File: src/rtl/ptpo_map.svh
// Register map, field positions and reset values of the insertion-control output stage.
// Assumes a 32-bit classic Wishbone slave with byte addresses.
`ifndef PTPO_MAP_SVH
`define PTPO_MAP_SVH

// ----------------------------------------------------------------------
// Register byte offsets
// ----------------------------------------------------------------------
`define PTPO_ADR_CTRL 8'h00
`define PTPO_ADR_BIAS 8'h04
`define PTPO_ADR_STATUS 8'h08
`define PTPO_ADR_FRAMES 8'h0C
`define PTPO_ADR_MISSES 8'h10

// ----------------------------------------------------------------------
// Field positions
// ----------------------------------------------------------------------
`define PTPO_CTRL_ENABLE_BIT 0
`define PTPO_ST_MODE_LSB 0
`define PTPO_ST_PENDING_BIT 2
`define PTPO_ST_OVERRUN_BIT 3
`define PTPO_ST_MISS_BIT 4
`define PTPO_ST_INSERT_BIT 5
`define PTPO_ST_RESID_BIT 6
`define PTPO_ST_PERMIT_BIT 7

// ----------------------------------------------------------------------
// Reset values
// ----------------------------------------------------------------------
`define PTPO_CTRL_ENABLE_RST 1'h1
`define PTPO_BIAS_RST 16'h0000
`define PTPO_COUNT_RST 32'h0000_0000

`endif

File: src/rtl/ptpo_pkg.sv
// Types shared by the insertion-control output stage and its decision holder.
// Assumes nothing beyond a SystemVerilog compiler.
package ptpo_pkg;

  // ----------------------------------------------------------------------
  // Clock mode as carried on the two-bit mode input
  // ----------------------------------------------------------------------
  typedef enum logic [1:0] {
    PTPO_ORDINARY,
    PTPO_BOUNDARY,
    PTPO_E2E_TC,
    PTPO_P2P_TC
  } ptpo_mode_e;

  // ----------------------------------------------------------------------
  // One decoded per-frame insertion decision
  // ----------------------------------------------------------------------
  typedef struct packed {
    logic checksumZero;
    logic checksumCorrect;
    logic tsFormat;
    logic tsInsert;
    logic residence;
    logic [15:0] offTimestamp;
    logic [15:0] offCorrection;
    logic [15:0] offChecksum;
    logic [15:0] offChecksumCorr;
  } ptpo_decision_s;

endpackage : ptpo_pkg

File: src/rtl/ptpo_hold_if.sv
// Link between the output stage and its pending-decision holder.
// Assumes both ends run on the same clock.
`timescale 1ns/1ps
interface ptpo_hold_if;
  import ptpo_pkg::*;

  logic load;
  ptpo_decision_s loadData;
  logic take;
  logic pending;
  logic overrun;
  ptpo_decision_s data;

  modport holder (input load, input loadData, input take,
                  output pending, output overrun, output data);
  modport user (output load, output loadData, output take,
                input pending, input overrun, input data);
endinterface : ptpo_hold_if

File: src/rtl/ptpo_hold.sv
// Holder of the next frame's insertion decision until that frame starts.
// Assumes load and take are single-cycle strobes qualified by the clock enable.
`timescale 1ns/1ps
module ptpo_hold
  import ptpo_pkg::*;
(
  // Clock, reset, enable
  input wire logic core_clk,
  input wire logic nrst,
  input wire logic ce,
  // Holder side of the link
  ptpo_hold_if.holder hold
);

  logic pending;
  logic next_pending;
  ptpo_decision_s data;
  ptpo_decision_s next_data;

  // Next state: a new load replaces the slot, a take empties it
  always_comb begin
    next_pending = pending;
    next_data = data;
    if (hold.load) begin
      next_pending = 1'b1;
      next_data = hold.loadData;
    end else if (hold.take) begin
      next_pending = 1'b0;
    end
  end

  // State registers
  always_ff @(posedge core_clk or negedge nrst) begin
    if (!nrst) begin
      pending <= 1'b0;
      data <= '0;
    end else if (ce) begin
      pending <= next_pending;
      data <= next_data;
    end
  end

  // Outputs; overrun flags a decision replaced before its frame began
  assign hold.pending = pending;
  assign hold.data = data;
  assign hold.overrun = hold.load & pending & ~hold.take;

endmodule : ptpo_hold

File: src/rtl/ptpo_out.sv
// Insertion-control output stage of a PTP frame classifier, Wishbone register slave.
// Assumes the decoder presents each decision before the first beat of its frame,
// and the frame data is delayed one cycle downstream like frmSop/frmValid/frmEop.
//
// Behaviour
// - Every insertion command output except residence-update is aligned with its frame's first beat.
// - Every 16-bit offset output is aligned with its frame's first beat.
// - Checksum-zero command is high only when checksum must be overwritten.
// - Checksum-correct command asks repair via the word at the corrector offset.
// - One bit gives the timestamp format of the frame receiving a timestamp.
// - Timestamp-insert command is high exactly for frames needing a timestamp.
// - Residence-update command asks to add residence time to correction field.
// - A 16-bit offset locates the timestamp field in the frame.
// - A 16-bit offset locates the correction field in the frame.
// - A 16-bit offset locates the checksum field in the frame.
// - A 16-bit offset locates the checksum corrector word in the frame.
// - Residence-update output is cleared at the next enabled clock edge once its permission input is low.
// - Clock mode codes 00,01,10,11 mean ordinary, boundary, E2E TC, P2P TC.
`timescale 1ns/1ps
`include "ptpo_map.svh"
module ptpo_out
  import ptpo_pkg::*;
#(
  parameter int ADDR_W = 8
) (
  // Clock, reset, enable
  input wire logic core_clk,
  input wire logic nrst,
  input wire logic ce,
  // Wishbone slave
  input wire logic wb_cyc_i,
  input wire logic wb_stb_i,
  input wire logic wb_we_i,
  input wire logic [ADDR_W-1:0] wb_adr_i,
  input wire logic [3:0] wb_sel_i,
  input wire logic [31:0] wb_dat_i,
  output logic [31:0] wb_dat_o,
  output logic wb_ack_o,
  // Decision from the packet decoder
  input wire logic decValid,
  input wire logic decChecksumZero,
  input wire logic decChecksumCorrect,
  input wire logic decTsFormat,
  input wire logic decTsInsert,
  input wire logic decResidence,
  input wire logic [15:0] decOffTimestamp,
  input wire logic [15:0] decOffCorrection,
  input wire logic [15:0] decOffChecksum,
  input wire logic [15:0] decOffChecksumCorr,
  // Frame markers in and delayed out
  input wire logic frmSopIn,
  input wire logic frmValidIn,
  input wire logic frmEopIn,
  output logic frmSop,
  output logic frmValid,
  output logic frmEop,
  // Mode and residence permission
  input wire logic [1:0] clockMode,
  input wire logic residPermit,
  // Insertion commands
  output logic cmdChecksumZero,
  output logic cmdChecksumCorrect,
  output logic cmdTsFormat,
  output logic cmdTsInsert,
  output logic cmdResidenceUpdate,
  // Field locations
  output logic [15:0] offTimestamp,
  output logic [15:0] offCorrection,
  output logic [15:0] offChecksum,
  output logic [15:0] offChecksumCorr
);

  // ----------------------------------------------------------------------
  // Decision holder
  // ----------------------------------------------------------------------
  ptpo_hold_if holdLink ();

  ptpo_hold u_hold (
    .core_clk(core_clk),
    .nrst(nrst),
    .ce(ce),
    .hold(holdLink.holder)
  );

  logic firstBeat;
  logic accept;
  logic tcMode;
  ptpo_mode_e mode;
  logic enable;
  logic [15:0] bias;

  // Frame start and decision acceptance
  assign firstBeat = frmSopIn & frmValidIn;
  assign accept = firstBeat & holdLink.pending & enable;
  assign holdLink.take = firstBeat;
  assign holdLink.load = decValid;
  assign holdLink.loadData = '{checksumZero: decChecksumZero,
                               checksumCorrect: decChecksumCorrect,
                               tsFormat: decTsFormat,
                               tsInsert: decTsInsert,
                               residence: decResidence,
                               offTimestamp: decOffTimestamp,
                               offCorrection: decOffCorrection,
                               offChecksum: decOffChecksum,
                               offChecksumCorr: decOffChecksumCorr};

  // Mode decode; residence time only applies to transparent clocks
  assign mode = ptpo_mode_e'(clockMode);
  assign tcMode = (mode == PTPO_E2E_TC) || (mode == PTPO_P2P_TC);

  // ----------------------------------------------------------------------
  // Command and offset outputs
  // ----------------------------------------------------------------------
  ptpo_decision_s cmd;
  ptpo_decision_s next_cmd;
  logic next_frmSop;
  logic next_frmValid;
  logic next_frmEop;

  // Load at the first beat, hold otherwise; permission low clears residence
  always_comb begin
    next_cmd = cmd;
    next_frmSop = firstBeat;
    next_frmValid = frmValidIn;
    next_frmEop = frmEopIn & frmValidIn;
    if (firstBeat) begin
      next_cmd = '0;
      if (accept) begin
        next_cmd.checksumZero = holdLink.data.checksumZero;
        next_cmd.checksumCorrect = holdLink.data.checksumCorrect;
        next_cmd.tsFormat = holdLink.data.tsFormat;
        next_cmd.tsInsert = holdLink.data.tsInsert;
        next_cmd.residence = holdLink.data.residence & tcMode;
        next_cmd.offTimestamp = 16'(holdLink.data.offTimestamp + bias);
        next_cmd.offCorrection = 16'(holdLink.data.offCorrection + bias);
        next_cmd.offChecksum = 16'(holdLink.data.offChecksum + bias);
        next_cmd.offChecksumCorr = 16'(holdLink.data.offChecksumCorr + bias);
      end
    end
    if (!residPermit) begin
      next_cmd.residence = 1'b0;
    end
  end

  // Output registers
  always_ff @(posedge core_clk or negedge nrst) begin
    if (!nrst) begin
      cmd <= '0;
      frmSop <= 1'b0;
      frmValid <= 1'b0;
      frmEop <= 1'b0;
    end else if (ce) begin
      cmd <= next_cmd;
      frmSop <= next_frmSop;
      frmValid <= next_frmValid;
      frmEop <= next_frmEop;
    end
  end

  // Outputs straight from the command register
  assign cmdChecksumZero = cmd.checksumZero;
  assign cmdChecksumCorrect = cmd.checksumCorrect;
  assign cmdTsFormat = cmd.tsFormat;
  assign cmdTsInsert = cmd.tsInsert;
  assign cmdResidenceUpdate = cmd.residence;
  assign offTimestamp = cmd.offTimestamp;
  assign offCorrection = cmd.offCorrection;
  assign offChecksum = cmd.offChecksum;
  assign offChecksumCorr = cmd.offChecksumCorr;

  // ----------------------------------------------------------------------
  // Wishbone registers
  // ----------------------------------------------------------------------
  logic next_enable;
  logic [15:0] next_bias;
  logic overrun;
  logic next_overrun;
  logic miss;
  logic next_miss;
  logic [31:0] frames;
  logic [31:0] next_frames;
  logic [31:0] misses;
  logic [31:0] next_misses;
  logic next_ack;
  logic [31:0] next_dat;
  logic access;
  logic wr;
  logic [31:0] status;
  logic missEvent;

  assign access = wb_cyc_i & wb_stb_i & ~wb_ack_o;
  assign wr = access & wb_we_i;
  assign missEvent = firstBeat & ~holdLink.pending;
  assign status = {24'h00_0000, residPermit, cmd.residence, cmd.tsInsert, miss, overrun,
                   holdLink.pending, clockMode};

  // Register writes, sticky flags (event wins over clear), read mux
  always_comb begin
    next_enable = enable;
    next_bias = bias;
    next_overrun = overrun;
    next_miss = miss;
    next_frames = frames + {31'h0000_0000, accept};
    next_misses = misses + {31'h0000_0000, missEvent};
    next_ack = access;
    next_dat = 32'h0000_0000;
    if (wr && wb_adr_i == `PTPO_ADR_CTRL && wb_sel_i[0]) begin
      next_enable = wb_dat_i[`PTPO_CTRL_ENABLE_BIT];
    end
    if (wr && wb_adr_i == `PTPO_ADR_BIAS) begin
      if (wb_sel_i[0]) begin
        next_bias[7:0] = wb_dat_i[7:0];
      end
      if (wb_sel_i[1]) begin
        next_bias[15:8] = wb_dat_i[15:8];
      end
    end
    if (wr && wb_adr_i == `PTPO_ADR_STATUS && wb_sel_i[0]) begin
      if (wb_dat_i[`PTPO_ST_OVERRUN_BIT]) begin
        next_overrun = 1'b0;
      end
      if (wb_dat_i[`PTPO_ST_MISS_BIT]) begin
        next_miss = 1'b0;
      end
    end
    if (holdLink.overrun) begin
      next_overrun = 1'b1;
    end
    if (missEvent) begin
      next_miss = 1'b1;
    end
    if (access && !wb_we_i) begin
      case (wb_adr_i)
        `PTPO_ADR_CTRL: next_dat = {31'h0000_0000, enable};
        `PTPO_ADR_BIAS: next_dat = {16'h0000, bias};
        `PTPO_ADR_STATUS: next_dat = status;
        `PTPO_ADR_FRAMES: next_dat = frames;
        `PTPO_ADR_MISSES: next_dat = misses;
        default: next_dat = 32'h0000_0000;
      endcase
    end
  end

  // Register state
  always_ff @(posedge core_clk or negedge nrst) begin
    if (!nrst) begin
      enable <= `PTPO_CTRL_ENABLE_RST;
      bias <= `PTPO_BIAS_RST;
      overrun <= 1'b0;
      miss <= 1'b0;
      frames <= `PTPO_COUNT_RST;
      misses <= `PTPO_COUNT_RST;
      wb_ack_o <= 1'b0;
      wb_dat_o <= 32'h0000_0000;
    end else if (ce) begin
      enable <= next_enable;
      bias <= next_bias;
      overrun <= next_overrun;
      miss <= next_miss;
      frames <= next_frames;
      misses <= next_misses;
      wb_ack_o <= next_ack;
      wb_dat_o <= next_dat;
    end
  end
endmodule : ptpo_out

File: config.mk
export PLATFORM = sky130hd
export DESIGN_NAME = ptpo_out
export DESIGN_NICKNAME = d
export VERILOG_FILES = /design/src/rtl/ptpo_pkg.sv /design/src/rtl/ptpo_hold_if.sv /design/src/rtl/ptpo_hold.sv /design/src/rtl/ptpo_out.sv
export VERILOG_INCLUDE_DIRS = /design/src /design/src/rtl
export SDC_FILE = /design/constraint.sdc
export NUM_CORES = 1
export LEC_CHECK = 0
export BUFFER_PORTS_ARGS = -buffer_cell sky130_fd_sc_hd__buf_2
export CAP_MARGIN = 20
export CORE_MARGIN = 2
export CORE_UTILIZATION = 45
export CTS_BUF_LIST = sky130_fd_sc_hd__clkbuf_8
export CTS_CLUSTER_SIZE = 24
export DETAILED_ROUTE_END_ITERATION = 7
export PLACE_DENSITY = 0.7
export SLEW_MARGIN = 20
export SYNTH_ARGS = -nofsm -noshare
export SYNTH_HDL_FRONTEND = slang
export SYNTH_HIERARCHICAL = 1
export SYNTH_SLANG_ARGS = --single-unit
export TNS_END_PERCENT = 1
File: constraint.sdc
create_clock -name core_clk -period 5.5 [get_ports core_clk]
set_input_delay 1.1 -clock core_clk [delete_from_list [all_inputs] [get_ports core_clk]]
set_output_delay 1.1 -clock core_clk [all_outputs]
set_load 0.005 [all_outputs]
==> summary.md <==
| Metric | Value |
|---|---|
| EDFF count, synth | 0 |
| Startpoint types | register |
| Root Driver | clkbuf_8 |
| First-pass GRT wire length | 57.60 mm |
| Metal-1 WL | 16.53 mm |
| # rows | 63 |
| Placement Setup Slack | 2.021 ns |
| # setup viols final | 0 |
| Layout Utilization | 0.5411 |
| Max-slew violations | 0 |
| Critical Path Fanout Max | 7 |
| Final min period | about 3 ns |
| Power, Total | 4.541 mW |
| Post-Syn Area | 13,500 µm² |
| # resized after CTS | 0 |
| Clk slew on worst S/H paths | ~0.060 ns |
| RSZ-0062 raised after global routing | false |
| Register Area | 6457 µm² |
| Max rail drop VDD | 0.2072 mV |
| Vias | 10,600 |
| Setup ws final | 2.546 ns |
| Wire per inst | ~20 µm |
| Status | finished clean |
| Register area share after synthesis | 0.4784 |
| Starting Density | 0.4566 |
| Filler cell count | 2,628 |
| Number of global-route vias before repair | 10,400 |
| Area grow syn2layout | 18.50% |
| Area of the multi-input gates | 6620 µm² |
| Post-route DRC violation count | 0 |
| CP Capture Type | register |
| Final wirelength | ~37 mm |
| Core area | between 20,000 and 30,000 µm² |
| Num CTS Buffers | 47 |
| Worst-skew pair later-pin latency | 0.58 ns |
| Fmax | 0.3385 GHz |
| Yosys Warn Count | 6 |
| CTS Hold Buffers Added | 0 |
| Final TNS setup | 0 ns |
| Drt via density | 5.597 |
| Post-Layout Cell Count | ~1,900 |
| Drt pass-1 iters | 4 |
| WP data arrival | 3.44 ns |
| RD Place Congestion | ~0.87 |
| Slew HR | 0.2609 |
| CTS tree | built |
| Worst hold margin | between 0.4 and 0.5 ns |
| Grt ovf | 0 |
| Height of the die | 177.2 µm |
| Lkg Pwr | 7.705 nW |
| CTS max path bufs | 3 |
| Hold crit path type | register to register |
| I/O Buffers | 212 |
| Die area | 31,390 µm² |
| Max_cap viols | 0 |
| Cell area after placement | 14,930 µm² |
| Dpl cells | approximately 1,800 |
| Final hold violation count | 0 |
| Post-route cell area | roughly 16,000 µm² |
| Hpwl dp | 25.67 mm |
| Post-Synthesis Cells | 1,242 |
| Distinct cells, synth | between 80 and 90 |
| Total track usage | 0.2366 |
| Die W | 177.2 µm |
| Syn Area/Cell | 10.87 µm² |
| Number of synthesized register bits | 258 |
| Worst EP required | 5.99 ns |
| Post-CTS Setup Bufs | 0 |
| Initial DRC count | 915 |
| Largest net degree at the start of global routing | 125 |
| Met3 WL | 2.954 mm |
| Antenna Nets Post-Route | 0 |
| CP Class | register to register |
| H-tree levels | 2 |
| Worst Tran Pin Value | ~1.1 ns |
| Post-Syn Nets | 1,436 |
| Main flop type after synthesis | dfrtp_1 |
| Share of cells above drive strength 1 | 0.2798 |
| Top Metal Used | met4 |
| IO Pins | 231 |
| FFs w/ async S/R, synth | 1.000 |
| Nets@finish | 1,658 |
| DR WL met2 | 16.48 mm |
| Clock Skew | 0.03901 ns |
| Clk sinks | 258 |
| Final Cycle Share | 0.5371 |
| PwrDens | 283.9 nW/µm² |
| Initial antenna violation count | 3 |
==> cell type report <==
class / count / area share
antenna: 3 / 0.0004694
tap: 390 / 0.03051
clock buffer: 67 / 0.05765
timing repair buffer: 221 / 0.07197
multi-input combinational: 879 / 0.4139
clock inverter: 19 / 0.008370
inverter: 57 / 0.01338
sequential: 258 / 0.4037
==> power breakdown <==
| part | switching (mW) | internal (mW) | total [mW] |
|---|---|---|---|
| registers | 0.0694 | 1.99 | 2.06 |
| logic | 0.259 | 0.221 | 0.480 |
| clock network | 0.828 | 1.17 | 2.00 |
| total | 1.16 | 3.38 | 4.54 |
==> synthesized netlist by cell type (18+ instances only) <==
master,n,area (µm²)
dfrtp_1,257,6431
nand2_1,108,405.4
mux2_2,85,957.2
o21ai_0,68,340.3
ha_1,64,800.8
xnor2_1,61,534.3
inv_1,57,214.0
a21oi_1,42,210.2
nor2_1,42,157.7
a22oi_1,35,262.8
xor2_1,34,297.8
nand3_1,32,160.2
o22ai_1,31,193.9
clkbuf_1,30,112.6
and3_1,29,181.4
a22o_1,25,219.0
nand4_1,19,118.9
nor2b_1,18,112.6
==> kinds of logic (layout without fill, tap and decap cells) <==
kind of cell,Yosys count,count (layout),share of synthesized area
other cells,0,3,0
simple gates,315,315,0.1218
mux,98,98,0.08427
compound gates,303,303,0.1566
fa+ha+maj,68,68,0.06526
xor+xnor,95,95,0.06165
flops,258,258,0.4784
buf+inv,105,364,0.03198
==> per-layer routing <==
| metal | vias to the layer above | track usage |
|---|---|---|
| li1 | 4989 | - |
| met2 | 362 | 0.3627 |
| met5 | - | 0 |
| met1 | 5179 | 0.3283 |
| met3 | 70 | 0.05627 |
| met4 | 0 | 0.08196 |
==> worst paths after layout <==
check,from,endpoint,slack (ns),cells after the start
worst max register to register,bias[1],offTimestamp[12],2.55,8
max in group asynchronous,nrst,u_hold/hold.data[38],3.71,2
worst min-delay path,offCorrection[1],offCorrection[1],0.47,2
min in group asynchronous,nrst,u_hold/hold.data[53],0.57,1
worst max-delay path,bias[1],offTimestamp[12],2.55,8
worst min register to register,offCorrection[1],offCorrection[1],0.47,2
==> layout by cell type, fill, tap and decap left out, types with 18 or more instances in the layout <==
cell | Yosys | routed
dfrtp_1 | 257 | 257
buf_2 | 15 | 211
nand2_1 | 108 | 108
mux2_2 | 85 | 85
o21ai_0 | 68 | 68
clkbuf_8 | 0 | 67
inv_1 | 57 | 66
ha_1 | 64 | 64
xnor2_1 | 61 | 61
a21oi_1 | 42 | 42
nor2_1 | 42 | 41
a22oi_1 | 35 | 35
xor2_1 | 34 | 34
nand3_1 | 32 | 32
o22ai_1 | 31 | 31
and3_1 | 29 | 29
a22o_1 | 25 | 25
nand4_1 | 19 | 19
nor2b_1 | 18 | 18
==> sequential cells by signal, summed over array words and instances (netlist names), 16 cells and up <==
register	count
offChecksum	16
frames	32
offTimestamp	16
offChecksumCorr	16
bias	16
misses	32
wb_dat_o	32
u_hold/hold.data	69
offCorrection	16
==> critical path, stage by stage, from the launching register on <==
cell and delay, ns:
dfrtp_1 0.68, inv_1 0.37, fa_1 0.52, nor2b_1 0.22, o31ai_2 0.13, a21oi_2 0.25, a311oi_1 0.19, or4_1 0.44
nand4_1 0.09
Note: power is estimated with default switching activity, not from simulation.
